[src/gpio_pkg.sv]
// constants, register map and state types for the port four to six block
package gpio_pkg;
   // port width
   localparam int PORT_W = 8;
   // register indices; byte address is four times the index
   localparam logic [13:0] IDX_PORT4_LATCH = 14'h0004;
   localparam logic [13:0] IDX_PORT5_LATCH = 14'h0005;
   localparam logic [13:0] IDX_PORT6_LATCH = 14'h0006;
   localparam logic [13:0] IDX_PORT4_RMW = 14'h0014;
   localparam logic [13:0] IDX_PORT5_RMW = 14'h0015;
   localparam logic [13:0] IDX_PORT4_DRAIN = 14'h1f84;
   localparam logic [13:0] IDX_PORT5_DRAIN = 14'h1f85;
   localparam logic [13:0] IDX_PORT4_DIR = 14'h1f8a;
   localparam logic [13:0] IDX_PORT5_DIR = 14'h1f8b;
   localparam logic [13:0] IDX_PORT6_DIR = 14'h1f8c;
   localparam logic [13:0] IDX_ANALOG_CTRL = 14'h1f90;
   // field position of the analog disable flag
   localparam int ANALOG_DIS_BIT = 0;
   // values after reset
   localparam logic [7:0] RST_LATCH = 8'h00;
   localparam logic [7:0] RST_DIR = 8'h00;
   localparam logic [7:0] RST_DRAIN = 8'h00;
   localparam logic RST_ANALOG_DIS = 1'b1;
   localparam logic [31:0] RST_RDATA = 32'h0000_0000;
   // cycles from request to waitrequest low
   localparam int ANSWER_CYCLES = 1;

   // register state of the main block
   typedef struct packed {
      logic [7:0] p4_lat;
      logic [7:0] p4_dir;
      logic [7:0] p4_drn;
      logic [7:0] p5_lat;
      logic [7:0] p5_dir;
      logic [7:0] p5_drn;
      logic [7:0] p6_lat;
      logic [7:0] p6_dir;
      logic analog_dis;
      logic ack;
      logic [31:0] rdata;
   } regs_s;

   // synchroniser state
   typedef struct packed {
      logic [7:0] s1;
      logic [7:0] s2;
   } sync_s;
endpackage

[src/pin_sync.sv]
// two-stage synchroniser for eight pin inputs
`timescale 1ns/1ns
module pin_sync (
   input wire logic core_clk_i, // system clock
   input wire logic srst_i, // synchronous reset, high
   input wire logic [7:0] pin_i, // raw pin levels
   output logic [7:0] sync_o // levels after two stages
);
   gpio_pkg::sync_s st_q;
   gpio_pkg::sync_s st_d;

   // first stage feeds only the second
   always_comb begin
      st_d = st_q;
      st_d.s1 = pin_i;
      st_d.s2 = st_q.s1;
   end

   always_ff @(posedge core_clk_i) begin
      if (srst_i) begin
         st_q <= '0;
      end else begin
         st_q <= st_d;
      end
   end

   assign sync_o = st_q.s2;
endmodule

[src/port_pad.sv]
// output stage of one eight-bit port: direction, latch, drain mode, shared function
`timescale 1ns/1ns
module port_pad (
   input wire logic [7:0] dir_i, // 1 = output mode
   input wire logic [7:0] lat_i, // output latch
   input wire logic [7:0] drn_i, // 1 = open drain
   input wire logic [7:0] func_en_i, // shared function owns the bit
   input wire logic [7:0] func_i, // shared function output level
   output logic [7:0] out_o, // level to drive
   output logic [7:0] oe_n_o // low while driving
);
   logic [7:0] val;

   // latch gates the shared function, so it must be 1 to pass it
   assign val = lat_i & (~func_en_i | func_i);
   assign out_o = val;
   // open drain drives only a low; input mode never drives
   assign oe_n_o = ~(dir_i & (~drn_i | ~val));
endmodule

[src/gpio_ports_four_to_six.sv]
// three eight-bit general-purpose ports with an avalon-mm register slave
`timescale 1ns/1ns
module gpio_ports_four_to_six (
   input wire logic core_clk_i, // 100 MHz system clock
   input wire logic srst_i, // synchronous reset, high
   input wire logic [15:0] address_i, // avalon byte address
   input wire logic read_i, // avalon read
   input wire logic write_i, // avalon write
   input wire logic [31:0] writedata_i, // avalon write data
   input wire logic [3:0] byteenable_i, // avalon byte enables
   output logic [31:0] readdata_o, // avalon read data
   output logic waitrequest_o, // avalon wait
   input wire logic [7:0] port4_pin_i, // port four pin levels
   output logic [7:0] port4_pin_o, // port four drive levels
   output logic [7:0] port4_pin_oe_n_o, // port four enables, low drives
   input wire logic [7:0] port4_func_en_i, // serial/timer owns port four bit
   input wire logic [7:0] port4_func_i, // serial/timer output levels
   output logic [7:0] port4_in_o, // synced port four levels
   input wire logic [7:0] port5_pin_i, // port five pin levels
   output logic [7:0] port5_pin_o, // port five drive levels
   output logic [7:0] port5_pin_oe_n_o, // port five enables, low drives
   input wire logic [7:0] motor_control_output_en_i, // motor logic owns bit
   input wire logic [7:0] motor_control_output_i, // motor output levels
   output logic emergency_stop_two_o, // synced emergency input
   input wire logic [7:0] port6_pin_i, // port six pin levels
   output logic [7:0] port6_pin_o, // port six drive levels
   output logic [7:0] port6_pin_oe_n_o, // port six enables, low drives
   input wire logic debug_output_one_en_i, // debug output owns bit seven
   input wire logic debug_output_one_i, // debug output level
   output logic [7:0] analog_input_sel_o, // bits in analog input mode
   output logic analog_input_disable_o // analog disable flag
);
   gpio_pkg::regs_s r_q;
   gpio_pkg::regs_s r_d;
   logic [7:0] p4_sync;
   logic [7:0] p5_sync;
   logic [7:0] p6_sync;
   logic [7:0] p6_read;
   logic [7:0] p6_func_en;
   logic [7:0] p6_func;
   logic req;
   logic wr_take;

   // word decode: true when the byte address lands on an index
   function automatic logic hit(input logic [15:0] a, input logic [13:0] idx);
      hit = (a[15:2] == idx);
   endfunction

   // read view of a drain-capable port for rmw: latch on open-drain bits
   function automatic logic [7:0] rmw_view(input logic [7:0] pin, input logic [7:0] lat,
                                           input logic [7:0] drn);
      rmw_view = (drn & lat) | (~drn & pin);
   endfunction

   // byte-lane 0 merge of a write
   function automatic logic [7:0] wr8(input logic [7:0] old, input logic [31:0] wd,
                                      input logic [3:0] be);
      wr8 = be[0] ? wd[7:0] : old;
   endfunction

   // pin inputs, two stages each
   pin_sync u_sync4 (
      .core_clk_i(core_clk_i),
      .srst_i(srst_i),
      .pin_i(port4_pin_i),
      .sync_o(p4_sync)
   );
   pin_sync u_sync5 (
      .core_clk_i(core_clk_i),
      .srst_i(srst_i),
      .pin_i(port5_pin_i),
      .sync_o(p5_sync)
   );
   pin_sync u_sync6 (
      .core_clk_i(core_clk_i),
      .srst_i(srst_i),
      .pin_i(port6_pin_i),
      .sync_o(p6_sync)
   );

   // port six reads 0 unless output mode or latch set
   assign p6_read = p6_sync & (r_q.p6_dir | r_q.p6_lat);

   // bus handshake: one wait cycle, then the answer
   assign req = read_i | write_i;
   assign waitrequest_o = req & ~r_q.ack;
   assign wr_take = write_i & r_q.ack;

   // next-state of all registers
   always_comb begin
      r_d = r_q;
      r_d.ack = req & ~r_q.ack;
      // read data are latched in the wait cycle so they stand at the answer
      if (read_i & ~r_q.ack) begin
         r_d.rdata = '0;
         if (hit(address_i, gpio_pkg::IDX_PORT4_LATCH)) begin
            r_d.rdata[7:0] = p4_sync;
         end else if (hit(address_i, gpio_pkg::IDX_PORT5_LATCH)) begin
            r_d.rdata[7:0] = p5_sync;
         end else if (hit(address_i, gpio_pkg::IDX_PORT6_LATCH)) begin
            r_d.rdata[7:0] = p6_read;
         end else if (hit(address_i, gpio_pkg::IDX_PORT4_RMW)) begin
            r_d.rdata[7:0] = rmw_view(p4_sync, r_q.p4_lat, r_q.p4_drn);
         end else if (hit(address_i, gpio_pkg::IDX_PORT5_RMW)) begin
            r_d.rdata[7:0] = rmw_view(p5_sync, r_q.p5_lat, r_q.p5_drn);
         end else if (hit(address_i, gpio_pkg::IDX_PORT4_DRAIN)) begin
            r_d.rdata[7:0] = r_q.p4_drn;
         end else if (hit(address_i, gpio_pkg::IDX_PORT5_DRAIN)) begin
            r_d.rdata[7:0] = r_q.p5_drn;
         end else if (hit(address_i, gpio_pkg::IDX_PORT4_DIR)) begin
            r_d.rdata[7:0] = r_q.p4_dir;
         end else if (hit(address_i, gpio_pkg::IDX_PORT5_DIR)) begin
            r_d.rdata[7:0] = r_q.p5_dir;
         end else if (hit(address_i, gpio_pkg::IDX_PORT6_DIR)) begin
            r_d.rdata[7:0] = r_q.p6_dir;
         end else if (hit(address_i, gpio_pkg::IDX_ANALOG_CTRL)) begin
            r_d.rdata[gpio_pkg::ANALOG_DIS_BIT] = r_q.analog_dis;
         end
      end
      // writes take effect on the edge where waitrequest is low
      if (wr_take) begin
         if (hit(address_i, gpio_pkg::IDX_PORT4_LATCH)) begin
            r_d.p4_lat = wr8(r_q.p4_lat, writedata_i, byteenable_i);
         end else if (hit(address_i, gpio_pkg::IDX_PORT5_LATCH)) begin
            r_d.p5_lat = wr8(r_q.p5_lat, writedata_i, byteenable_i);
         end else if (hit(address_i, gpio_pkg::IDX_PORT6_LATCH)) begin
            r_d.p6_lat = wr8(r_q.p6_lat, writedata_i, byteenable_i);
         end else if (hit(address_i, gpio_pkg::IDX_PORT4_DRAIN)) begin
            r_d.p4_drn = wr8(r_q.p4_drn, writedata_i, byteenable_i);
         end else if (hit(address_i, gpio_pkg::IDX_PORT5_DRAIN)) begin
            r_d.p5_drn = wr8(r_q.p5_drn, writedata_i, byteenable_i);
         end else if (hit(address_i, gpio_pkg::IDX_PORT4_DIR)) begin
            r_d.p4_dir = wr8(r_q.p4_dir, writedata_i, byteenable_i);
         end else if (hit(address_i, gpio_pkg::IDX_PORT5_DIR)) begin
            r_d.p5_dir = wr8(r_q.p5_dir, writedata_i, byteenable_i);
         end else if (hit(address_i, gpio_pkg::IDX_PORT6_DIR)) begin
            r_d.p6_dir = wr8(r_q.p6_dir, writedata_i, byteenable_i);
         end else if (hit(address_i, gpio_pkg::IDX_ANALOG_CTRL) && byteenable_i[0]) begin
            r_d.analog_dis = writedata_i[gpio_pkg::ANALOG_DIS_BIT];
         end
      end
   end

   // register the state; reset puts every port in input mode
   always_ff @(posedge core_clk_i) begin
      if (srst_i) begin
         r_q.p4_lat <= gpio_pkg::RST_LATCH;
         r_q.p5_lat <= gpio_pkg::RST_LATCH;
         r_q.p6_lat <= gpio_pkg::RST_LATCH;
         r_q.p4_dir <= gpio_pkg::RST_DIR;
         r_q.p5_dir <= gpio_pkg::RST_DIR;
         r_q.p6_dir <= gpio_pkg::RST_DIR;
         r_q.p4_drn <= gpio_pkg::RST_DRAIN;
         r_q.p5_drn <= gpio_pkg::RST_DRAIN;
         r_q.analog_dis <= gpio_pkg::RST_ANALOG_DIS;
         r_q.ack <= 1'b0;
         r_q.rdata <= gpio_pkg::RST_RDATA;
      end else begin
         r_q <= r_d;
      end
   end

   assign readdata_o = r_q.rdata;

   // port four: serial and timer pins share the stage
   port_pad u_pad4 (
      .dir_i(r_q.p4_dir),
      .lat_i(r_q.p4_lat),
      .drn_i(r_q.p4_drn),
      .func_en_i(port4_func_en_i),
      .func_i(port4_func_i),
      .out_o(port4_pin_o),
      .oe_n_o(port4_pin_oe_n_o)
   );

   // port five: motor outputs pass only where the latch is 1
   port_pad u_pad5 (
      .dir_i(r_q.p5_dir),
      .lat_i(r_q.p5_lat),
      .drn_i(r_q.p5_drn),
      .func_en_i(motor_control_output_en_i),
      .func_i(motor_control_output_i),
      .out_o(port5_pin_o),
      .oe_n_o(port5_pin_oe_n_o)
   );

   // port six: no open drain, debug output one on bit seven
   assign p6_func_en = {debug_output_one_en_i, 7'h00};
   assign p6_func = {debug_output_one_i, 7'h00};
   port_pad u_pad6 (
      .dir_i(r_q.p6_dir),
      .lat_i(r_q.p6_lat),
      .drn_i(8'h00),
      .func_en_i(p6_func_en),
      .func_i(p6_func),
      .out_o(port6_pin_o),
      .oe_n_o(port6_pin_oe_n_o)
   );

   // analog mode needs input, cleared latch and flag low; output mode always wins
   assign analog_input_sel_o = ~r_q.p6_dir & ~r_q.p6_lat & {8{~r_q.analog_dis}};
   assign analog_input_disable_o = r_q.analog_dis;
   assign port4_in_o = p4_sync;
   assign emergency_stop_two_o = p5_sync[1];
endmodule

[config.mk]
export PLATFORM = sky130hd
export DESIGN_NAME = gpio_ports_four_to_six
export DESIGN_NICKNAME = d
export VERILOG_FILES = /design/src/gpio_pkg.sv /design/src/pin_sync.sv /design/src/port_pad.sv /design/src/gpio_ports_four_to_six.sv
export SDC_FILE = /design/constraint.sdc
export NUM_CORES = 1
export LEC_CHECK = 0
export ABC_AREA = 1
export ABC_CLOCK_PERIOD_IN_PS = 2100
export BUFFER_PORTS_ARGS = -buffer_cell sky130_fd_sc_hd__buf_2
export CAP_MARGIN = 40
export CORE_MARGIN = 2
export CORE_UTILIZATION = 35
export DETAILED_ROUTE_END_ITERATION = 6
export PLACE_DENSITY = 0.7
export SYNTH_ARGS = -nofsm -noshare
export SYNTH_HDL_FRONTEND = slang
export SYNTH_SLANG_ARGS = --single-unit
[constraint.sdc]
create_clock -name core_clk_i -period 2.1 [get_ports core_clk_i]
set_input_delay 0.42 -clock core_clk_i [delete_from_list [all_inputs] [get_ports core_clk_i]]
set_output_delay 0.42 -clock core_clk_i [all_outputs]
set_load 0.01 [all_outputs]
==> Word-level counts from Yosys, hierarchy flattened <==
Index checks and enable logic that the tools add are counted.
W data, S select, Z words.
{ "word_totals": {"ff_bits": 122, "out_inout_bits": 99} }
{ "classes": {"eq_ne": 11, "mux": 12, "n_bitwise": 45, "n_reduce_logical": 10} }
{ "op_table": {"columns": ["operator", "count"], "rows": [
  ["$and A8 B8 Y8", 12],
  ["$not A8 Y8", 11],
  ["$eq A14 B13 Y1 const B", 6],
  ["$mux W8", 9],
  ["$or A8 B8 Y8", 8],
  ["$eq A14 B3 Y1 const B", 3],
  ["$eq A14 B5 Y1 const B", 2],
  ["$reduce_and A10 Y1", 2],
  ["$not A1 Y1", 10],
  ["$reduce_and A9 Y1", 1],
  ["$reduce_and A8 Y1", 1],
  ["$mux W7", 1],
  ["$reduce_and A7 Y1", 1],
  ["$reduce_and A6 Y1", 1],
  ["$reduce_and A5 Y1", 1],
  ["$reduce_and A4 Y1", 1],
  ["$and A1 B1 Y1", 3],
  ["$reduce_and A3 Y1", 1],
  ["$mux W1", 2],
  ["$logic_and A1 B1 Y1", 1],
  ["$or A1 B1 Y1", 1]
]} }

==> Logic depth before layout (Yosys ltp) <==
Gate-level depths: netlist of run 1.
{ "depth": {"ltp_word": 12, "depth_mapped": 13} }

==> Cells and area by module <==
Synthesis of run 1 repeated with hierarchy kept, for this count alone.
{ "unflattened": {"cells_unflattened": 812, "hier_area_um2": 5989.5} }
{ "by_module_without_submodules": {"columns": ["module", "n_inst", "cells_each", "area_per_inst_um2", "seq_area_each_um2"], "rows": [
  ["gpio_ports_four_to_six", 1, 542, 3996.3, 1481.4],
  ["pin_sync", 3, 50, 474.2, 320.3],
  ["port_pad", 3, 40, 190.2, 0.0]
]} }

==> Worst setup path before layout of run 1 <==
Ideal clock, no wire load.
{ "synth_path": {"kind": "input -> register", "start": "in address_i[6]", "end": "reg r_q[96] in the netlist's numbering", "setup_time_ns": 0.119, "arrival_ns": 1.711, "t_required_ns": 1.981, "slack_ns": 0.270, "path_stages": 7, "path_buffers": 2, "path_cell_list": "nor2_1 -> nand3_2 -> or4_1 -> clkbuf_1 -> buf_2 -> o21ai_1 -> a21oi_1"} }
{ "synth_via": {"elab_chain_cells": 2} }
{ "synth_lines": {"columns": ["element", "line", "rtl"], "rows": [
  ["from (decl)", "gpio_ports_four_to_six.sv:6", "input wire logic [15:0] address_i,"],
  ["$eq A14 B3 Y1", "gpio_ports_four_to_six.sv:46", "hit = (a[15:2] == idx);"],
  ["$reduce_and A3 Y1 (no line)", null, null],
  ["to (signal assigned)", "gpio_ports_four_to_six.sv:159", "r_q <= r_d;"],
  ["to (decl)", "gpio_ports_four_to_six.sv:33", "gpio_pkg::regs_s r_q;"]
]} }
Every way passes these cells.
A chain may end at the register's enable or synchronous reset.

==> Worst setup path in the final report of run 1 <==
{ "layout_path": {"start": "reg r_q[32] in the netlist's numbering", "end": "reg r_q[37] in the netlist's numbering"} }
{ "layout_via": {"elab_chain_cells": 2} }
{ "layout_lines": {"columns": ["element", "line", "rtl"], "rows": [
  ["$and A1 B1 Y1", "gpio_ports_four_to_six.sv:87", "assign wr_take = write_i & r_q.ack;"],
  ["$reduce_and A10 Y1 (no line)", null, null]
]} }
Every way passes these cells.

==> results of run 1 <==
-- cell families (layout without fill, tap and decap cells) --
group / count (synthesis) / after routing / share of synthesized area (%)
AOI/OAI and AO/OA: 134 / 134 / 13.9
buffers and inverters: 189 / 338 / 15.2
DFF: 122 / 122 / 42.5
muxes: 5 / 5 / 0.979
other: 1 / 25 / 0.0652
and+or+nand+nor: 350 / 350 / 27.4
-- worst reg2reg max path: cells and delay by family, from the launching register on --
| family | cells | cell delay [ns] |
|---|---|---|
| DFF | 1 | 0.38 |
| and+or+nand+nor | 3 | 0.86 |
| buffers and inverters | 1 | 0.19 |
| AOI/OAI and AO/OA | 2 | 0.33 |
-- cell usage in the layout (no fill, tap or decap), types with 24 or more instances in the layout --
| master | instances |
|---|---|
| buf_2 | 159 |
| nor2_1 | 156 |
| dfxtp_1 | 122 |
| inv_1 | 120 |
| nand2_1 | 111 |
| a21oi_1 | 53 |
| o21ai_0 | 44 |
| nand3_1 | 30 |
| conb_1 | 24 |
-- registers in the layout, summed over array words and instances, names as in the netlist --
name / flops
r_q: 65
readdata_o: 8
u_sync4.st_d: 8
u_sync4.sync_o: 8
u_sync5.st_d: 8
u_sync5.sync_o: 8
u_sync6.st_d: 8
u_sync6.sync_o: 8
analog_input_disable_o: 1
-- layout make-up --
| cell class | count | area, sq um | share of cell area [%] |
|---|---|---|---|
| inverter | 126 | 473 | 6.44 |
| multi-input combinational | 513 | 2520 | 34.4 |
| tap | 216 | 270 | 3.68 |
| antenna | 1 | 2.50 | 0.0341 |
| sequential | 122 | 2440 | 33.3 |
| clock buffer | 18 | 429 | 5.85 |
| timing repair buffer | 180 | 1000 | 13.7 |
| clock inverter | 14 | 198 | 2.69 |
-- power by group through the flow --
stage,clock network [W],registers [W],logic [W]
finish,0.00307,0.00238,0.000308
global route,0.00322,0.00238,0.000348
CTS,0.00311,0.00238,0.000309
detailed placement,0,0.00243,0.000307
global placement,0,0.00243,0.000302
floorplan,0,0.00243,0.000196
-- worst min-delay path by stage --
stage | from | end | slack [ns] | cells after the start
floorplan | u_sync4.st_d[0]$_SDFF_PP0_ | u_sync4.sync_o[0]$_SDFF_PP0_ | 0.39 | 2
global placement | u_sync5.st_d[1]$_SDFF_PP0_ | u_sync5.sync_o[1]$_SDFF_PP0_ | 0.39 | 2
detailed placement | u_sync4.st_d[1]$_SDFF_PP0_ | u_sync4.sync_o[1]$_SDFF_PP0_ | 0.40 | 2
CTS | port5_pin_i[1] | u_sync5.st_d[1]$_SDFF_PP0_ | 0.19 | 3
global route | port5_pin_i[3] | u_sync5.st_d[3]$_SDFF_PP0_ | 0.20 | 3
finish | port4_pin_i[6] | u_sync4.st_d[6]$_SDFF_PP0_ | 0.20 | 3
-- through the flow --
stage,std cells,util [%],TNS [ns]
3_3_place_gp,1157,41.9,0
2_1_floorplan,824,-,0
3_5_place_dp,1157,41.9,-0.594
4_1_cts,1189,45.9,0
6_report,1190,45.9,0
5_1_grt,1189,45.9,0
-- routing by layer --
layer	GRT usage (%)	vias to the layer above	share of wire (%)
met5	0	-	0
met4	5.62	0	1.3
met3	4.84	16	7.1
met2	32.1	201	48
met1	23.9	2486	43
li1	-	2800	-
==> metrics.md, run 1 <==
| Metric | Value |
|---|---|
| Crit path to | r_q[37]$_SDFFE_PP0P_ |
| CP max stage delay | roughly 0.6 ns |
| RSZ-0062 raised after global routing | no |
| Sw frac | 22.4% |
| DRT Pass-1 Iters | 5 |
| Latest clock arrival within the worst-skew pair | 0.42 ns |
| Post-route ant nets | 0 |
| Cell Area, Synth | 5750 sq um |
| Placed cell areas | between 6000 and 7000 sq um |
| Post-CTS setup buffers | 0 |
| Row cnt | 46 |
| TritonCTS clock tree | built |
| Worst path arrival time | 2.18 ns |
| Period utilisation layout | between 80 and 90% |
| Worst slack, placed | -0.0629 ns |
| Total Die Area | about 17,000 sq um |
| Sequential group share of total power | 41.4% |
| R2R depth | 6 |
| Clock slew seen by the registers of the worst setup and hold paths | 0.06 ns |
| Max-slew violations | 0 |
| Slowest cell on crit path | nor4_4 |
| Worst r2r src | r_q[32]$_SDFF_PP0_ |
| HP Class | in -> reg |
| Dpl hpwl | 12.5 mm |
| Yosys cell types | 36 |
| Switching pwr | 0.00129 W |
| Largest cells by area after synthesis | dfxtp_1 (42%), nor2_1 (10%), inv_1 (7.8%), nand2_1 (7.2%), buf_4 (5.2%) |
| Die Wd | 132 um |
| Vias in the first global route | 5,024 |
| Power Dens Cells | 784 nW/um^2 |
| Outcome | finished, final reports clean |
| Core ar. | 16,000 sq um |
| CTS Buf Count | 17 |
| Worst IR Drop VDD | roughly 0.62 mV |
| Die height | about 130 um |
| Post-route cell area | 7340 sq um |
| Top-count cell post-synth | nor2_1 |
| Fin Hold WS | 0.205 ns |
| Setup crit start kind | flip-flop |
| First-pass GRT wire length | 26.0 mm |
| Layout Nets | 1,074 |
| Final Hold Viols | 0 |
| Vias | 5,503 |
| Critical path required time | 2.44 ns |
| Drt initial violations | roughly 300 |
| Clock sink count | 122 |
| Worst rel slew slack | 48.1% |
| H-tree depth | 4 |
| Final Critical Period | around 1.8 ns |
| Leak Pwr | 3.40 nW |
| Power, Total | 0.00576 W |
| Initial antenna violation count | 1 |
| Vias per inst | between 4 and 5 |
| Clk buf depth | 2 |
| Number of I/O port buffers | around 160 |
| Largest net degree at the start of global routing | 75 |
| Synth top area share | a little over two fifths |
| Initial Util | about 36% |
| Cts hold-fix bufs | 0 |
| Critical path depth in cells | 6 |
| Drt drc | 0 |
| Synth-to-layout area growth | 27.6% |
| Total gr overflow | 0 |
| Critical Path Sink Type | flip-flop |
| Largest fanout on the critical path | 16 |
| Wirelength per Cell | roughly 14 um |
| Final setup violation count | 0 |
| Post-Syn Instances | between 800 and 900 |
| Final wirelength | 16.8 mm |
| Fillers | 1,649 |
| Root Driver | clkbuf_16 |
| Post-CTS Resized | 0 |
| EDFF count, synth | 0 |
| Top delay family on crit path | simple AND/OR/NAND/NOR gates |
| GPL Wtd Cong | 0.853 |
| Yosys reg bits | 122 |
| Top-Level Pins | between 200 and 250 |
| Setup slack, reg-to-reg | 0.26 ns |
| Ys flop type | dfxtp_1 |
| Clk pwr share | 53.3% |
| Post-synth top area cell | dfxtp_1 |
| Critical path buffer and inverter count | 1 |
| Critical-path cell list | nand3_1 > inv_1 > nand2_1 > nor4_4 > o21ai_0 > a21oi_1 |
| Max frequency | between 500 and 600 MHz |
| Tot GR Track Use | a little under a fifth |
| Worst-margin pin slew | 0.773 ns |
| Avg Inst Size Synth | 7.18 sq um |
| CP startpoint | r_q[32]$_SDFF_PP0_ |
| Int Power | 0.00447 W |
| Critical path class | reg -> reg |
| Synth async-reset ratio | 0% |
| R2r endpoint | r_q[37]$_SDFFE_PP0P_ |
| Final worst slack | ~0.26 ns |
| Share of layout cells above drive strength 1 | 26.9% |
| Sequential element share of the synthesized area | a little over two fifths |
| Power share of the combinational group | 5.4% |
| Most frequent cells after synthesis | nor2_1 (156), dfxtp_1 (122), inv_1 (120) |
| Maxcap violations | 0 |
| Final Skew | 0.00970 ns |
| Synth warn | 0 |
Note: power is estimated with default switching activity, not from simulation.
==> run 2, diff against run 1 <==
CELL_PAD_IN_SITES_DETAIL_PLACEMENT = 0   (was unset)
CELL_PAD_IN_SITES_GLOBAL_PLACEMENT = 1   (was unset)
CORE_UTILIZATION = 34   (was 35)
CTS_CLUSTER_DIAMETER = 80   (was unset)
PLACE_DENSITY = 0.89   (was 0.7)
==> metrics.md, run 2 (synthesis results as in run 1) <==
| Metric | Value |
|---|---|
| Outcome | finished, final reports clean |
| Vias in the first global route | 4,874 (-3.0%) |
| Critical Path Sink Type | flip-flop |
| Worst rel slew slack | 53.3% (+5.2 points) |
| Final worst slack | 0.311 ns (+0.0468 ns) |
| Hold Path Depth | 3 (unchanged) |
| Final setup violation count | 0 (unchanged) |
| Vias per inst | 4.61 (-0.36%) |
| Top delay family on crit path | simple AND/OR/NAND/NOR gates |
| Fillers | 1,730 (+4.9%) |
| H-tree depth | 4 (unchanged) |
| Max-slew violations | 0 (unchanged) |
| Post-route cell area | 7250 sq um (-1.2%) |
| Clk buf depth | 2 (unchanged) |
| Placed cell areas | 6730 sq um (+0.26%) |
| Drt initial violations | 316 (+5.0%) |
| First-pass GRT wire length | 25.9 mm (-0.27%) |
| Worst slack, placed | -0.0730 ns (-0.0101 ns) |
| Dpl hpwl | 12.6 mm (+1.5%) |
| Critical path depth in cells | 6 (unchanged) |
| Top-Level Pins | 213 (unchanged) |
| Tot GR Track Use | 18.9% (-0.090 points) |
| Share of layout cells above drive strength 1 | 26.4% (-0.49 points) |
| Wirelength per Cell | 14.0 um (-0.65%) |
| Root Driver | clkbuf_16 |
| Post-route ant nets | 0 (unchanged) |
| Clock sink count | 122 (unchanged) |
| Layout Nets | 1,079 (+0.47%) |
| Power, Total | 0.00532 W (-7.5%) |
| Setup crit start kind | flip-flop |
| R2r endpoint | r_q[39]$_SDFFE_PP0P_ |
| Placed cells | 1,166 (+0.78%) |
| Number of I/O port buffers | 159 (unchanged) |
| Die height | 134 um (+1.4%) |
| Synth-to-layout area growth | 26.1% |
| Row cnt | 47 (+2.2%) |
| Worst-margin pin slew | 0.695 ns (-0.0779 ns) |
| Period utilisation layout | 85.2% (-2.2 points) |
| Critical path required time | 2.44 ns (about the same) |
| Die Wd | 134 um (+1.4%) |
| Final Critical Period | 1.79 ns (-0.0468 ns) |
| Largest net degree at the start of global routing | 49 (-35%) |
| Maxcap violations | 0 (unchanged) |
| TritonCTS clock tree | built |
| Drt drc | 0 (unchanged) |
| Multi-input logic area | 2520 sq um (unchanged) |
| Critical-path cell list | nand3_1 > inv_1 > nand2_1 > nor4_4 > o21ai_0 > a21oi_1 |
| Crit path to | r_q[39]$_SDFFE_PP0P_ |
| R2R depth | 6 (unchanged) |
| Slowest cell on crit path | nor4_4 |
| Commonest non-fill, non-tap cells in the layout | buf_2 (159), nor2_1 (156), dfxtp_1 (122), inv_1 (120), nand2_1 (111) |
| Worst r2r src | r_q[32]$_SDFF_PP0_ |
| Post-CTS setup buffers | 0 (unchanged) |
| Non-Filler Instances | 1,196 (+0.50%) |
| Cts hold-fix bufs | 0 (unchanged) |
| Largest fanout on the critical path | 16 (unchanged) |
| Max frequency | 559 MHz (+2.6%) |
| Max FFs per register | 65 (unchanged) |
| Latest clock arrival within the worst-skew pair | 0.42 ns (about the same) |
| Register area | 2440 sq um (unchanged) |
| DRT Pass-1 Iters | 5 (unchanged) |
| Leak Pwr | 3.37 nW (-0.70%) |
| Clock slew seen by the registers of the worst setup and hold paths | 0.05 ns (about the same) |
| Worst path arrival time | 2.13 ns (-0.05 ns) |
| Initial Util | 34.7% (-1.3 points) |
| Final wirelength | 16.8 mm (-0.15%) |
| Final Hold Viols | 0 (unchanged) |
| GPL Wtd Cong | 0.877 (+2.7%) |
| Setup slack, reg-to-reg | 0.31 ns (+0.05 ns) |
| Critical path class | reg -> reg |
| RSZ-0062 raised after global routing | no |
| CTS Buf Count | 17 (unchanged) |
| CP startpoint | r_q[32]$_SDFF_PP0_ |
| HP Class | in -> reg |
| Core ar. | 16,600 sq um (+3.6%) |
| Total gr overflow | 0 (unchanged) |
| Vias | 5,511 (+0.15%) |
| Final Util | 43.7% (-2.1 points) |
| Final Skew | 0.0189 ns (+0.00922 ns) |
| Critical path buffer and inverter count | 1 (unchanged) |
| Post-CTS Resized | 0 (unchanged) |
| Power Dens Cells | 734 nW/um^2 (-6.4%) |
| Initial antenna violation count | 0 (-1) |
| Most common cell after layout, fill and taps aside | buf_2 |
| Top reg by flops | r_q |
| # diodes | 0 (-1) |
| Total Die Area | 18,000 sq um (+2.9%) |
| CP max stage delay | 0.53 ns (-0.06 ns) |
| Worst IR Drop VDD | 0.600 mV (-2.4%) |
==> run 2: cell types whose count changed in the layout (fill, tap and decap cells not counted), sizes merged <==
cell | before | now
bufinv | 4 | 1
inv | 127 | 126
diode | 1 | 0
buf | 180 | 185
clkinv | 7 | 2
clkinvlp | 2 | 0
clkbuf | 18 | 27
==> run 2: worst reg2reg max path: stages (launching register included) <==
cell and delay (ns):
dfxtp_1 0.37, nand3_1 0.17, inv_1 0.20, nand2_1 0.11
nor4_4 0.53, o21ai_0 0.17, a21oi_1 0.15
==> run 2: cell type report <==
class	count	area share (%)
flip-flops and latches	122	33.7
inverters	126	6.52
well taps	220	3.80
multi-input cells	513	34.8
clock inverters	3	0.552
repair buffers	185	14.0
clock buffers	27	6.66
==> run 2: how the worst min path moves through the flow <==
| stage | from | to | slack (ns) |
|---|---|---|---|
| after floorplan | u_sync4.st_d[0]$_SDFF_PP0_ | u_sync4.sync_o[0]$_SDFF_PP0_ | 0.39 |
| after global placement | u_sync4.st_d[3]$_SDFF_PP0_ | u_sync4.sync_o[3]$_SDFF_PP0_ | 0.39 |
| after detailed placement | u_sync5.st_d[5]$_SDFF_PP0_ | u_sync5.sync_o[5]$_SDFF_PP0_ | 0.39 |
| after CTS | port5_pin_i[1] | u_sync5.st_d[1]$_SDFF_PP0_ | 0.19 |
| after global routing | port4_pin_i[3] | u_sync4.st_d[3]$_SDFF_PP0_ | 0.20 |
| final | port5_pin_i[3] | u_sync5.st_d[3]$_SDFF_PP0_ | 0.20 |
==> run 2: per-layer routing <==
metal | GRT usage [%] | vias to the layer above | share of wire, %
met2 | 30.2 | 241 | 46
met4 | 6.49 | 0 | 1.7
met1 | 24.9 | 2443 | 44
li1 | - | 2805 | -
met3 | 4.80 | 22 | 8.0
met5 | 0 | - | 0
==> run 2: stage by stage <==
step | setup TNS, ns | hold slack [ns]
floorplan | 0 | 0.388
global placement | -0.494 | 0.389
detailed placement | -0.485 | 0.393
CTS | 0 | 0.195
global route | 0 | 0.200
finish | 0 | 0.197
==> run 2: report_power, final <==
| part | leakage [nW] | total, W | internal, W | switching [W] |
|---|---|---|---|---|
| logic | 2.13 | 0.000309 | 0.000117 | 0.000192 |
| clock network | 0.255 | 0.00263 | 0.00167 | 0.000962 |
| registers | 0.993 | 0.00238 | 0.00236 | 0.0000216 |
==> run 3, diff against run 2 <==
PLACE_DENSITY = 0.8   (was 0.89)
SLEW_MARGIN = 20   (was unset)
==> metrics.md, run 3 (synthesis results as in run 1) <==
| Metric | Value |
|---|---|
| Worst r2r src | r_q[32]$_SDFF_PP0_ |
| Maxcap violations | 0 (unchanged) |
| Final Util | 44.4% (+0.66 points) |
| Period utilisation layout | 85.9% (+0.73 points) |
| Int Power | 0.00431 W (+3.9%) |
| R2R depth | 6 (unchanged) |
| Die height | 134 um (unchanged) |
| Outcome | finished, final reports clean |
| Register area | 2440 sq um (unchanged) |
| WL met3 | 1.22 mm (-8.8%) |
| Total gr overflow | 0 (unchanged) |
| Sequential group share of total power | 43.0% (-1.8 points) |
| Clock slew seen by the registers of the worst setup and hold paths | 0.06 ns (about the same) |
| Tot GR Track Use | 19.1% (+0.14 points) |
| Slowest cell on crit path | dfxtp_1 |
| Worst IR Drop VDD | 0.597 mV (-0.44%) |
| WL met1 | 8.03 mm (+8.0%) |
| Placed cell areas | 6770 sq um (+0.67%) |
| Final setup violation count | 0 (unchanged) |
| CP startpoint | r_q[91]$_SDFFE_PP0P_ |
| Number of I/O port buffers | 159 (unchanged) |
| Critical-path cell list | inv_1 > nor2_1 > nand2_1 > nand2_1 > buf_2 |
| Post-route cell area | 7360 sq um (+1.5%) |
| Wirelength per Cell | 14.3 um (+1.8%) |
| Final Skew | 0.00978 ns (-0.00915 ns) |
| Worst path arrival time | 1.38 ns (-0.75 ns) |
| Setup crit start kind | flip-flop |
| Sum Neg Setup Slack | 0 ns (unchanged) |
| Dpl hpwl | 12.8 mm (+0.90%) |
| Switching pwr | 0.00122 W (+4.1%) |
| Largest net degree at the start of global routing | 75 (+53%) |
| Vias in the first global route | 4,794 (-1.6%) |
| Total Die Area | 18,000 sq um (unchanged) |
| Sw frac | 22.1% (+0.030 points) |
| Final Critical Period | 1.80 ns (+0.0153 ns) |
| Power, Total | 0.00554 W (+4.0%) |
| Met2 wire len | 7.57 mm (-2.2%) |
| Max frequency | 554 MHz (-0.85%) |
| Clock sink count | 122 (unchanged) |
| Clk buf depth | 2 (unchanged) |
| CP max stage delay | 0.31 ns (-0.22 ns) |
| TritonCTS clock tree | built |
| CP dominant cell by count | nand2_1 |
| Critical path buffer and inverter count | 2 (+1) |
| Top delay family on crit path | simple AND/OR/NAND/NOR gates |
| First-pass GRT wire length | 26.1 mm (+0.56%) |
| Leak Pwr | 3.42 nW (+1.4%) |
| Top-Level Pins | 213 (unchanged) |
| Critical path depth in cells | 5 (-1) |
| Setup slack, reg-to-reg | 0.30 ns (-0.02 ns) |
| Top reg by flops | r_q |
| Clk pwr share | 51.3% (+1.9 points) |
| Cts hold-fix bufs | 0 (unchanged) |
| DRT Pass-1 Iters | 5 (unchanged) |
| GPL Wtd Cong | 0.891 (+1.6%) |
| Latest clock arrival within the worst-skew pair | 0.42 ns (about the same) |
| Final Hold Viols | 0 (unchanged) |
| Drt drc | 0 (unchanged) |
| Die Wd | 134 um (unchanged) |
| Initial antenna violation count | 2 (+2) |
| Initial Util | 34.7% (unchanged) |
| Vias per inst | 4.52 (-1.9%) |
| Post-CTS setup buffers | 0 (unchanged) |
| Worst-margin pin slew | 0.727 ns (+0.0318 ns) |
| Power share of the combinational group | 5.7% (about the same) |
| Max-slew violations | 0 (unchanged) |
| Core ar. | 16,600 sq um (unchanged) |
| Critical path required time | 1.68 ns (-0.76 ns) |
| Max FFs per register | 65 (unchanged) |
| Fillers | 1,790 (+3.5%) |
| Power Dens Cells | 752 nW/um^2 (+2.4%) |
| Most common cell after layout, fill and taps aside | buf_2 |
| RSZ-0062 raised after global routing | no |
| Post-CTS Resized | 0 (unchanged) |
| Layout Nets | 1,080 (+0.093%) |
| H-tree depth | 4 (unchanged) |
| Vias | 5,418 (-1.7%) |
| Critical Path Sink Type | output pin |
| Drt initial violations | 274 (-13%) |
| R2r endpoint | r_q[36]$_SDFFE_PP0P_ |
| Critical path class | reg -> out |
| Multi-input logic area | 2520 sq um (unchanged) |
| Root Driver | clkbuf_16 |
| Row cnt | 47 (unchanged) |
| Post-route ant nets | 0 (unchanged) |
| Synth-to-layout area growth | 27.9% |
| Share of layout cells above drive strength 1 | 27.4% (+0.97 points) |
| Worst rel slew slack | 51.2% (-2.1 points) |
| Commonest non-fill, non-tap cells in the layout | buf_2 (159), nor2_1 (156), dfxtp_1 (122), inv_1 (120), nand2_1 (111) |
| Final wirelength | 17.1 mm (+2.1%) |
| Top Layer Used | met5 |
| HP Class | in -> reg |
| Crit path to | port4_pin_oe_n_o[1] |
| Largest fanout on the critical path | 3 (-13) |
| CTS Buf Count | 17 (unchanged) |
-- run 3: cell count changes in the layout (fill, tap and decap cells not counted) --
cell | before | now
clkbuf_1 | 8 | 0
clkbuf_8 | 2 | 7
buf_12 | 2 | 5
clkinv_2 | 2 | 5
buf_4 | 24 | 22
clkinvlp_4 | 0 | 1
diode_2 | 0 | 1
-- run 3: worst min-delay path by stage --
stage	depth (start not counted)	slack [ns]	startpoint	endpoint
detailed placement	2	0.39	u_sync4.st_d[6]$_SDFF_PP0_	u_sync4.sync_o[6]$_SDFF_PP0_
CTS	3	0.19	port4_pin_i[6]	u_sync4.st_d[6]$_SDFF_PP0_
global placement	2	0.39	u_sync4.st_d[7]$_SDFF_PP0_	u_sync4.sync_o[7]$_SDFF_PP0_
finish	3	0.20	port4_pin_i[6]	u_sync4.st_d[6]$_SDFF_PP0_
floorplan	2	0.39	u_sync4.st_d[0]$_SDFF_PP0_	u_sync4.sync_o[0]$_SDFF_PP0_
global route	3	0.20	port4_pin_i[6]	u_sync4.st_d[6]$_SDFF_PP0_
-- run 3: tightest hold or removal path, delay by kind of cell --
family	cells	cell delay [ns]
buffers and inverters	2	0.10
AND/OR/NAND/NOR	1	0.06
-- run 3: per-layer routing --
metal | track usage (%) | vias up
met1 | 25.8 | 2379
li1 | - | 2811
met5 | 0 | -
met4 | 6.90 | 2
met3 | 4.72 | 22
met2 | 29.6 | 204
-- run 3: power by group through the flow --
stage               registers (W)  logic (W)  clock network [W]
finish                    0.00238   0.000315            0.00284
global route              0.00238   0.000355            0.00300
CTS                       0.00238   0.000317            0.00288
detailed placement        0.00243   0.000315                  0
global placement          0.00243   0.000314                  0
floorplan                 0.00243   0.000196                  0
-- run 3: final cells by class --
class,count,share of cell area (%)
well taps,220,3.74
diodes,1,0.0340
flip-flops and latches,122,33.2
clock buffers,24,7.09
clock inverters,7,0.850
repair buffers,186,14.4
multi-input cells,513,34.3
inverters,126,6.43
-- run 3: stage by stage --
step / worst slack [ns] / hold WS, ns / std cells
floorplan: 0.270 / 0.388 / 824
global placement: -0.0483 / 0.389 / 1167
detailed placement: -0.0905 / 0.394 / 1167
CTS: 0.265 / 0.192 / 1198
global route: 0.0133 / 0.196 / 1198
finish: 0.296 / 0.201 / 1199
